<file path="src/design/unused_placeholder_removed.sv">
// Intentionally empty compile unit
`timescale 1ns/1ns

</file>
<file path="src/pkg/wdr_pkg.sv">
// Constants and types for the watchdog reset timer
package wdr_pkg;
  localparam int unsigned TICK_DIV      = 64;
  localparam int unsigned TICK_W        = 6;
  localparam logic [5:0]  TICK_LAST     = 6'(TICK_DIV - 1);
  localparam int unsigned CNT_W         = 16;
  localparam logic [15:0] CNT_ONE       = 16'h0001;
  localparam logic [15:0] CNT_MAX       = 16'hFFFF;
  localparam logic [15:0] RESTART_VEC   = 16'h0020;
  localparam logic [15:0] VEC_RST       = 16'h0000;
  localparam int unsigned SEL_W         = 3;
  localparam logic [2:0]  SEL_MAX       = 3'h7;
  localparam int unsigned SEL_BASE      = 9;
  // Register indices as printed; the byte address is four times the index
  localparam logic [7:0]  IDX_CNT_LO    = 8'hC2;
  localparam logic [7:0]  IDX_CNT_HI    = 8'hC3;
  localparam logic [7:0]  IDX_CTRL      = 8'h00;
  localparam logic [7:0]  IDX_STATUS    = 8'h01;
  localparam logic [7:0]  IDX_CMD       = 8'h02;
  localparam int unsigned IDX_LSB       = 2;
  localparam int unsigned IDX_MSB       = 9;
  // Control word fields
  localparam int unsigned CTRL_DIS_BIT  = 0;
  localparam int unsigned CTRL_SEL_LSB  = 4;
  // Status word fields
  localparam int unsigned ST_TMO_BIT    = 0;
  localparam int unsigned ST_STOP_BIT   = 1;
  localparam int unsigned ST_LOCK_BIT   = 2;
  localparam int unsigned ST_RUN_BIT    = 3;
  localparam int unsigned ST_HALT_BIT   = 4;
  // Command word fields
  localparam int unsigned CMD_REFR_BIT  = 0;
  localparam int unsigned CMD_STOP_BIT  = 1;
  localparam logic [1:0]  HTRANS_NONSEQ = 2'h2;
  localparam logic [31:0] WORD_ZERO     = 32'h00000000;
  localparam logic        HRESP_OKAY    = 1'b0;

  typedef enum logic [1:0] {
    WDR_RUN  = 2'h0,
    WDR_STOP = 2'h1,
    WDR_OFF  = 2'h3
  } wdr_state_t;

  // Initial count for a timeout selection; the top code gives all ones
  function automatic logic [15:0] wdr_reload(input logic [2:0] sel);
    logic [31:0] ones;
    ones = ~(32'hFFFFFFFF << (SEL_BASE + 32'(sel)));
    return ones[15:0];
  endfunction : wdr_reload
endpackage : wdr_pkg

</file>
<file path="src/pkg/wdr_tick_if.sv">
// Carrier for the prescaler enable and its tick
`timescale 1ns/1ns
interface wdr_tick_if;
  logic enable;
  logic tick;
  modport pre  (input enable, output tick);
  modport core (output enable, input tick);
endinterface : wdr_tick_if

</file>
<file path="src/design/wdr_prescaler.sv">
// Divide-by-64 tick generator for the watchdog counter
`timescale 1ns/1ns
module wdr_prescaler
  import wdr_pkg::*;
(
  input  wire logic hclk,
  input  wire logic hresetn,
  wdr_tick_if.pre   tk
);
  logic [TICK_W-1:0] div_r;
  logic [TICK_W-1:0] div_nxt;
  logic              last;

  assign last    = (div_r == TICK_LAST);
  // Idle count restarts from zero so a resume always waits a full period
  assign div_nxt = !tk.enable ? '0 : (last ? '0 : div_r + 1'b1);
  assign tk.tick = tk.enable & last;

  always_ff @(posedge hclk or negedge hresetn) begin
    if (!hresetn) begin
      div_r <= '0;
    end else begin
      div_r <= div_nxt;
    end
  end
endmodule : wdr_prescaler

</file>
<file path="src/design/wdr_watchdog.sv">
// Watchdog reset timer with AHB-Lite register slave
//
// The AHB-Lite interface to the registers is this design's own decision.
`timescale 1ns/1ns
module wdr_watchdog
  import wdr_pkg::*;
(
  input  wire logic        hclk,
  input  wire logic        hresetn,
  input  wire logic        hsel,
  input  wire logic [31:0] haddr,
  input  wire logic [1:0]  htrans,
  input  wire logic        hwrite,
  input  wire logic [2:0]  hsize,
  input  wire logic [31:0] hwdata,
  input  wire logic        hready,
  output logic [31:0]      hrdata,
  output logic             hreadyout,
  output logic             hresp,
  input  wire logic        ext_reset_pin_n,
  input  wire logic        wake_pin,
  input  wire logic        halt_mode,
  output logic             wdt_reset,
  output logic             vector_load,
  output logic [15:0]      restart_vector,
  output logic             stop_mode
);
  import wdr_pkg::*;

  // Bus address and data phase state
  logic        ap_wr_r;
  logic [7:0]  ap_idx_r;
  logic        rd_pend_r;
  logic        rdy_r;
  logic [31:0] rdata_r;
  logic        take;
  logic        take_rd;
  logic        take_wr;
  logic [7:0]  idx_now;
  logic [31:0] rd_mux;

  // Synchronisers for pins
  logic [2:0]  rstp_sync_r;
  logic [2:0]  wake_sync_r;
  logic        pin_rst_r;
  logic        pin_rst_nxt;
  logic        wake_r;
  logic        wake_nxt;

  // Watchdog state
  wdr_state_t  state_r;
  wdr_state_t  state_nxt;
  logic [15:0] cnt_r;
  logic [15:0] cnt_nxt;
  logic [2:0]  sel_r;
  logic [2:0]  sel_nxt;
  logic        dis_r;
  logic        lock_r;
  logic        tmo_flag_r;
  logic        tmo_flag_nxt;
  logic        stop_flag_r;
  logic        stop_flag_nxt;
  logic        rst_out_r;
  logic        vec_ld_r;
  logic [15:0] vec_r;
  logic        stop_mode_r;
  logic        hresp_r;

  // Write decode
  logic        wr_cnt_lo;
  logic        wr_cnt_hi;
  logic        wr_ctrl;
  logic        wr_status;
  logic        wr_cmd;
  logic        cmd_refresh;
  logic        cmd_stop;
  logic        tmo_clr;
  logic        stop_clr;
  logic        running;
  logic        timeout;

  wdr_tick_if tk ();

  wdr_prescaler u_pre (
    .hclk    (hclk),
    .hresetn (hresetn),
    .tk      (tk.pre)
  );

  function automatic logic hit(input logic [7:0] idx, input logic [7:0] reg_idx);
    return idx == reg_idx;
  endfunction : hit

  // Bus decode; reads take one wait state so that a write just before is visible
  assign take    = hsel & (htrans == HTRANS_NONSEQ) & hready & rdy_r;
  assign take_rd = take & !hwrite;
  assign take_wr = ap_wr_r;
  assign idx_now = haddr[IDX_MSB:IDX_LSB];

  assign wr_cnt_lo = take_wr & hit(ap_idx_r, IDX_CNT_LO);
  assign wr_cnt_hi = take_wr & hit(ap_idx_r, IDX_CNT_HI);
  assign wr_ctrl   = take_wr & hit(ap_idx_r, IDX_CTRL) & !lock_r;
  assign wr_status = take_wr & hit(ap_idx_r, IDX_STATUS);
  assign wr_cmd    = take_wr & hit(ap_idx_r, IDX_CMD);

  assign cmd_refresh = wr_cmd & hwdata[CMD_REFR_BIT];
  assign cmd_stop    = wr_cmd & hwdata[CMD_STOP_BIT];
  // Write one to clear; a read has no side effect on any flag
  assign tmo_clr     = wr_status & hwdata[ST_TMO_BIT];
  assign stop_clr    = wr_status & hwdata[ST_STOP_BIT];

  assign rd_mux = hit(ap_idx_r, IDX_CNT_LO) ? {24'h000000, cnt_r[7:0]} :
                  hit(ap_idx_r, IDX_CNT_HI) ? {24'h000000, cnt_r[15:8]} :
                  hit(ap_idx_r, IDX_CTRL)   ? {25'h0000000, sel_r, 3'h0, dis_r} :
                  hit(ap_idx_r, IDX_STATUS) ? {27'h0000000, halt_mode, running, lock_r,
                                               stop_flag_r, tmo_flag_r} :
                  WORD_ZERO;

  always_ff @(posedge hclk or negedge hresetn) begin
    if (!hresetn) begin
      ap_wr_r   <= 1'b0;
      ap_idx_r  <= '0;
      rd_pend_r <= 1'b0;
      rdy_r     <= 1'b1;
      rdata_r   <= WORD_ZERO;
    end else begin
      ap_wr_r   <= take & hwrite;
      if (take) begin
        ap_idx_r <= idx_now;
      end
      rd_pend_r <= take_rd;
      rdy_r     <= !take_rd;
      if (rd_pend_r) begin
        rdata_r <= rd_mux;
      end
    end
  end

  // Pins from outside pass three flops; a change counts when the last two agree
  assign pin_rst_nxt = (rstp_sync_r[1] == rstp_sync_r[2]) ? !rstp_sync_r[2] : pin_rst_r;
  assign wake_nxt    = (wake_sync_r[1] == wake_sync_r[2]) ? wake_sync_r[2] : wake_r;

  always_ff @(posedge hclk or negedge hresetn) begin
    if (!hresetn) begin
      rstp_sync_r <= 3'h7;
      wake_sync_r <= 3'h0;
      pin_rst_r   <= 1'b0;
      wake_r      <= 1'b0;
    end else begin
      rstp_sync_r <= {rstp_sync_r[1:0], ext_reset_pin_n};
      wake_sync_r <= {wake_sync_r[1:0], wake_pin};
      pin_rst_r   <= pin_rst_nxt;
      wake_r      <= wake_nxt;
    end
  end

  // Counter runs in run and halt; stop and a pre-lock disable freeze it
  assign running   = (state_r == WDR_RUN);
  assign tk.enable = running;
  // Reaching zero on a tick is the terminal count; a zero written by software also fires
  assign timeout   = running & tk.tick & (cnt_r <= CNT_ONE);

  always_comb begin
    state_nxt = state_r;
    unique case (state_r)
      WDR_RUN: begin
        if (wr_ctrl & hwdata[CTRL_DIS_BIT]) begin
          state_nxt = WDR_OFF;
        end else if (cmd_stop & !timeout) begin
          state_nxt = WDR_STOP;
        end
      end
      WDR_STOP: begin
        if (wake_r) begin
          state_nxt = WDR_RUN;
        end
      end
      WDR_OFF: begin
        state_nxt = WDR_OFF;
      end
      default: begin
        state_nxt = WDR_RUN;
      end
    endcase
  end

  assign sel_nxt = wr_ctrl ? hwdata[CTRL_SEL_LSB +: SEL_W] : sel_r;

  // Timeout reloads too, so a refresh in the same cycle changes nothing and the reset stands
  always_comb begin
    cnt_nxt = cnt_r;
    if (timeout | cmd_refresh) begin
      cnt_nxt = wdr_reload(sel_r);
    end else if (wr_cnt_lo) begin
      cnt_nxt = {cnt_r[15:8], hwdata[7:0]};
    end else if (wr_cnt_hi) begin
      cnt_nxt = {hwdata[7:0], cnt_r[7:0]};
    end else if (running & tk.tick) begin
      cnt_nxt = cnt_r - CNT_ONE;
    end
  end

  // Hardware set wins over both software clear and the reset pin
  assign tmo_flag_nxt  = timeout | (tmo_flag_r & !tmo_clr & !pin_rst_r);
  assign stop_flag_nxt = (cmd_stop & running & !timeout) |
                         (stop_flag_r & !stop_clr & !pin_rst_r);

  always_ff @(posedge hclk or negedge hresetn) begin
    if (!hresetn) begin
      state_r     <= WDR_RUN;
      cnt_r       <= CNT_MAX;
      sel_r       <= SEL_MAX;
      dis_r       <= 1'b0;
      lock_r      <= 1'b0;
      tmo_flag_r  <= 1'b0;
      stop_flag_r <= 1'b0;
    end else begin
      state_r     <= state_nxt;
      cnt_r       <= cnt_nxt;
      sel_r       <= sel_nxt;
      if (wr_ctrl) begin
        dis_r <= hwdata[CTRL_DIS_BIT];
      end
      if (take_wr) begin
        lock_r <= 1'b1;
      end
      tmo_flag_r  <= tmo_flag_nxt;
      stop_flag_r <= stop_flag_nxt;
    end
  end

  // Restart outputs; reset and vector load are one-cycle pulses, the restart vector is held
  always_ff @(posedge hclk or negedge hresetn) begin
    if (!hresetn) begin
      rst_out_r <= 1'b0;
      vec_ld_r  <= 1'b0;
      vec_r     <= VEC_RST;
      stop_mode_r <= 1'b0;
      hresp_r     <= HRESP_OKAY;
    end else begin
      // Taken from the next state so the pin moves with the state flop itself
      stop_mode_r <= (state_nxt == WDR_STOP);
      // Only OKAY is ever answered
      hresp_r     <= HRESP_OKAY;
      rst_out_r <= timeout;
      vec_ld_r  <= timeout;
      if (timeout) begin
        vec_r <= RESTART_VEC;
      end
    end
  end

  assign hrdata         = rdata_r;
  assign hreadyout      = rdy_r;
  assign hresp          = hresp_r;
  assign wdt_reset      = rst_out_r;
  assign vector_load    = vec_ld_r;
  assign restart_vector = vec_r;
  assign stop_mode      = stop_mode_r;

  logic unused_ok;
  assign unused_ok = &{1'b0, hsize, hwdata[31:8]};
endmodule : wdr_watchdog

</file>
<file path="config.mk">
export PLATFORM = sky130hd
export DESIGN_NAME = wdr_watchdog
export DESIGN_NICKNAME = d
export VERILOG_FILES = /design/src/design/unused_placeholder_removed.sv /design/src/pkg/wdr_pkg.sv /design/src/pkg/wdr_tick_if.sv /design/src/design/wdr_prescaler.sv /design/src/design/wdr_watchdog.sv
export SDC_FILE = /design/constraint.sdc
export NUM_CORES = 1
export LEC_CHECK = 0
export ABC_AREA = 1
export BUFFER_PORTS_ARGS = -buffer_cell sky130_fd_sc_hd__buf_4
export CELL_PAD_IN_SITES_DETAIL_PLACEMENT = 0
export CELL_PAD_IN_SITES_GLOBAL_PLACEMENT = 1
export CORE_ASPECT_RATIO = 1.4
export CORE_UTILIZATION = 39
export CTS_CLUSTER_DIAMETER = 120
export DETAILED_ROUTE_END_ITERATION = 10
export PLACE_DENSITY = 0.95
export SYNTH_ARGS = -nofsm -noshare
export SYNTH_HDL_FRONTEND = slang
export SYNTH_SLANG_ARGS = --single-unit
export TNS_END_PERCENT = 5
</file>
<file path="constraint.sdc">
create_clock -name hclk -period 4.57 [get_ports hclk]
set_input_delay 0.457 -clock hclk [delete_from_list [all_inputs] [get_ports hclk]]
set_output_delay 0.457 -clock hclk [all_outputs]
set_load 0.02 [all_outputs]
</file>
---- After elaboration in Yosys (flattened, before gate mapping) ----
Index checks and enable logic that the tools add are counted.
operators by class
  add/sub/neg operators ................... 3
  order comparisons ....................... 1
  equal/unequal tests ..................... 13
  shift-type cells ........................ 1
  multiplexer cells ....................... 14
  bitwise gates (word level) .............. 30
  reduce and logical (&&, ||, !) cells .... 14
operator list
  kind                   count
  $mux 16                4
  $shl 32x5->16 const A  1
  $and 1x1->1            26
  $eq 8x8->1 const B     2
  $le 16x1->1 const B    1
  $mux 8                 2
  $not 16->16            1
  $sub 16x1->16 const B  1
  $mux 6                 2
  $eq 8x1->1 const B     1
  $eq 8x2->1 const B     1
  $logic_not 1->1        8
  $logic_not 8->1        1
  $mux 7                 1
  $add 6x1->6 const B    1
  $eq 6x6->1 const B     1
  $mux 2                 3
  $pmux 2 s3             1
  $reduce_bool 3->1      2
  $add 4x3->5 const A    1
  $mux 5                 1
  $eq 2x1->1 const B     2
  $eq 2x2->1 const B     2
  $reduce_and 2->1       2
  5 further kinds        8
word-level totals
  flip-flop bits (word level) ............. 85
  bits of input ports ..................... 77
  output and inout port bits .............. 53
  word-level logic and storage cells ...... 97

---- Logic depth before layout (Yosys ltp) ----
  word-level depth ........................ 10
  depth in mapped cells ................... 13
  gate-level depth less buffers ........... 12

---- By module ----
Synthesis repeated with hierarchy kept, for this count alone.
second synthesis, totals
  cell total of the unflattened synthesis .. 521
  area total of the unflattened synthesis .. 3,910.0 um^2
by module, submodules not included
  module         instances  cells an instance  area an instance (um^2)  seq. area each (um^2)
  wdr_watchdog   1          488                3,621.0                  1,405.1
  wdr_prescaler  1          33                 289.0                    150.1

---- Worst setup path after synthesis ----
Ideal clock, no wire load.
  path type ............................... register -> register
  start point ............................. register sel_r[1]
  end point ............................... register cnt_r[13]
  library setup time ...................... 0.060 ns
  arrival time ............................ 1.716 ns
  data required time ...................... 4.510 ns
  slack ................................... 2.794 ns
  cell stages (with the launch flop) ...... 10
  path buffers ............................ 0
  clock period less this slack ............ 1.776 ns
  path through ............................ dfstp_2 -> ha_1 -> inv_1 -> ha_1 -> or2_2 -> o21ai_0 -> nand2_1 -> nand2_1 -> nand2_1 -> nand2_1
on the way
  longest elaborated chain between the ends .. 4
RTL lines
  item                    RTL line             source
  from (decl)             wdr_watchdog.sv:55   logic [2:0] sel_r;
  from (signal assigned)  wdr_watchdog.sv:220  sel_r <= sel_nxt;
  $add 4x3->5             wdr_pkg.sv:47        ones = ~(32'hFFFFFFFF << (SEL_BASE + 32'(sel)));
  $shl 32x5->16           wdr_pkg.sv:47
  $not 16->16             wdr_pkg.sv:47
  $mux 16                 wdr_watchdog.sv:192  if (timeout | cmd_refresh) begin
  to (signal assigned)    wdr_watchdog.sv:219  cnt_r <= cnt_nxt;
  to (decl)               wdr_watchdog.sv:53   logic [15:0] cnt_r;
Every way passes these cells.
A chain may end at the register's enable or synchronous reset.

---- Final worst setup path ----
  start point ............................. register cnt_r[0]
  end point ............................... register cnt_r[3]
on the way
  longest elaborated chain between the ends .. 5
  elaborated cells between the ends (all ways) .. 11
  classes of those cells .................. add/sub: 1; order compare: 1; eq/ne: 1; mux: 4; bitwise: 2; reduce/logical: 2
RTL lines
  item                                                          RTL line
  $le 16x1->1 or $sub 16x1->16 (tied branches)                  wdr_watchdog.sv:161, wdr_watchdog.sv:199
  $and 1x1->1 or $mux 16 (tied branches)                        wdr_watchdog.sv:161, wdr_watchdog.sv:198
  $or 1x1->1 or $mux 16 (tied branches)                         wdr_watchdog.sv:192, wdr_watchdog.sv:196
  $ne 3x2->1 (no source line) (tied with other cells)           --
  $reduce_and 2->1 (no source line) or $mux 16 (tied branches)  --
Several ways; a longest one is shown, not always the timed one. The select of a mux whose other input is x is not followed.

==> out/metrics.cfg <==
[worst_setup_path]
r2r-end = cnt_r[3]$_DFFE_PN1P_
cp-start-kind = flip-flop
required_ns = 4.84
arrival_ns = 2.49
ff2ff_setup_slack_ns = 2.35
reg2reg_from = cnt_r[0]$_DFFE_PN1P_
timing.reg2reg.worst_path_depth = 9
crit_type = reg -> reg
cp-startpoint = cnt_r[0]$_DFFE_PN1P_
end_kind = flip-flop
crit_fanout = 11
crit_end = cnt_r[3]$_DFFE_PN1P_

[global_routing]
grt_use_met1 = 0.217
top_usage_layer = met2
grt_pass1_vias = 3177
grt_use_total = 0.189
antenna_found_initial = 0
grt_first_pass_wirelength_mm = 15.1
grt_max_degree = 62
gr-total-overflow = 0
use_met3 = 0.0294
met2_usage = 0.320

[cts]
clkSinkCount = 61
clk_pin_slew_worst_paths_ns = 0.05
tritoncts.num_buffers = 9
cts_setup_buffers = 0
ctsLongestPathBuffers = 2
cts_tree = yes
cts.hold.buffers_added = 0
root_buffer = clkbuf_16
htree_levels = 3
cts_resized = 0
clock_latency_ns = 0.33

[power]
pwr-share-clk = 0.446
sequentialPowerShare = 0.430
p_leak_nw = 2.26
power_frac_comb = 0.123
p_int_mw = 1.02
swShare = 0.268
power.density_nw_per_um2 = 313
ir_drop_mv = 0.260
p_sw_uw = 374

[floorplan]
core_um2 = 9850
die_h_um = 121
die_x_um = 86.8
initial_core_util = 0.399
rows = 43
io_pins = 130
die_area_um2 = 10500

[flow_run]
cap_violations = 0

[sta]
rsz0062_at_grt = false
skew_ns = 0.00579
fin_crit_ns = 2.22
slew_headroom = 0.443
maxSlewViolCount = 0
tns_ns = 0
setup_viol = 0
max_freq_mhz = 451
worstMarginPinSlew_ns = 0.828
post-route-period-util = 0.486
hold_violations = 0

[synthesis]
yosys-top-cells-area = dfrtp_1, nand2_1, dfstp_2
synth_edf_count = 0
yosysWarnings = 0
async_flop_share = 1.00
syn_area_per_cell_um2 = 7.35
ys_seq_elements = 61
ys_top_cells_by_count = nand2_1, nor2_1, nand3_1, inv_1, buf_4
synthCells = 534
synth_area_um2 = 3930
synthFlopType = dfrtp_1
yosysMostFrequentCell = nand2_1
synth_seq_area_share = 0.396
yosys.area.top_type = dfrtp_1
ys_types = 38
synth_top_area_share = 0.242

[layout]
area_growth_pct = 13.5
final-instance-count-excl-fill = 715
ff_latch_area_um2 = 1560
drive_gt1_frac = 0.205
diodes = 0
finalInstanceArea_um2 = 4460
nNetsFinal = 659
multi_input_area_um2 = 1950
fillers = 999

[placement]
place_area_um2 = 4180
placed_cells = 699
dp_hpwl_mm = 7.24
port_buffers = 38
gp_congestion = 0.934

[detailed_routing]
drc = 0
drt_iter0_drc = 289
drtAntennaViolNets = 0
vias = 3350
wl_mm = 9.27
firstDrtPassIters = 4
wl_per_cell_um = 13.0
vias_per_cell = 4.69

[status]
status = finished clean

[worst_hold_path]
hold_class = in -> async

## routing by layer
| metal | routed length (um) | vias up |
|---|---|---|
| li1 | - | 1679 |
| met3 | 360 | 22 |
| met5 | 0 | - |
| met1 | 3790 | 1541 |
| met2 | 4750 | 108 |
| met4 | 370 | 0 |
## cell usage in the layout, fill, tap and decap left out, drive strengths merged, types with 12 or more instances in the layout
cell type	instances
buf	38
clkbuf	12
conb	40
dfrtp	38
dfstp	23
inv	57
nand2	174
nand3	54
nor2	66
o21ai	27
## registers in the layout, summed over array words and instances (netlist names), 2 cells and up
register and count:
sel_r 3, u_pre.div_r 6, rstp_sync_r 3, hrdata 8, wake_sync_r 3, state_r 2
cnt_r 16, ap_idx_r 8
## worst min-delay path by stage
stage | start | end | slack [ns]
detailed placement | wake_sync_r[0]$_DFF_PN0_ | wake_sync_r[1]$_DFF_PN0_ | 0.34
global route | wake_pin | wake_sync_r[0]$_DFF_PN0_ | 0.23
floorplan | hresetn | ap_idx_r[0]$_DFFE_PN0P_ | 0.16
global placement | wake_sync_r[0]$_DFF_PN0_ | wake_sync_r[1]$_DFF_PN0_ | 0.34
CTS | wake_pin | wake_sync_r[0]$_DFF_PN0_ | 0.22
finish | hresetn | hrdata[7]$_DFFE_PN0P_ | 0.19
## final cells by class
cell class,count,share of cell area
flip-flops and latches,61,0.349
inverters,58,0.0488
well taps,135,0.0379
clock inverters,4,0.00505
repair buffers,38,0.0640
multi-input cells,407,0.438
clock buffers,12,0.0575
## stage by stage
stage / total power, mW / hold slack, ns / setup WS [ns] / utilization
finish: 1.40 / 0.188 / 2.35 / 0.453
detailed placement: 0.781 / 0.341 / 2.40 / 0.424
global placement: 0.776 / 0.337 / 2.37 / 0.424
CTS: 1.41 / 0.225 / 2.38 / 0.453
global route: 1.46 / 0.230 / 2.17 / 0.453
floorplan: 0.747 / 0.161 / 2.79 / -
## power groups by stage
stage / logic (mW) / registers, mW / clock network (mW)
finish: 0.172 / 0.601 / 0.623
global route: 0.195 / 0.604 / 0.658
CTS: 0.173 / 0.601 / 0.633
detailed placement: 0.172 / 0.609 / 0
global placement: 0.169 / 0.607 / 0
floorplan: 0.141 / 0.606 / 0
## worst max-delay path, stage by stage (launching register included)
cell and delay, ns:
dfstp_2 0.53, inv_1 0.09, ha_1 0.27, o21ai_0 0.20
nor2_2 0.07, nand3_4 0.14, nand4_1 0.38, inv_1 0.31
nand2_1 0.09, nand2_1 0.08
## cell families (layout without fill, tap and decap cells)
group | count (synthesis) | in the layout | share of synthesized area
multiplexers | 1 | 1 | 0.00287
AND/OR/NAND/NOR | 312 | 312 | 0.362
other | 1 | 40 | 0.000955
AO/OA/AOI/OAI | 39 | 39 | 0.0535
XOR/XNOR | 7 | 7 | 0.0156
flip-flops | 61 | 61 | 0.396
buffers and inverters | 105 | 112 | 0.144
adder cells (fa/ha/maj) | 8 | 8 | 0.0248
Note: power is estimated with default switching activity, not from simulation.
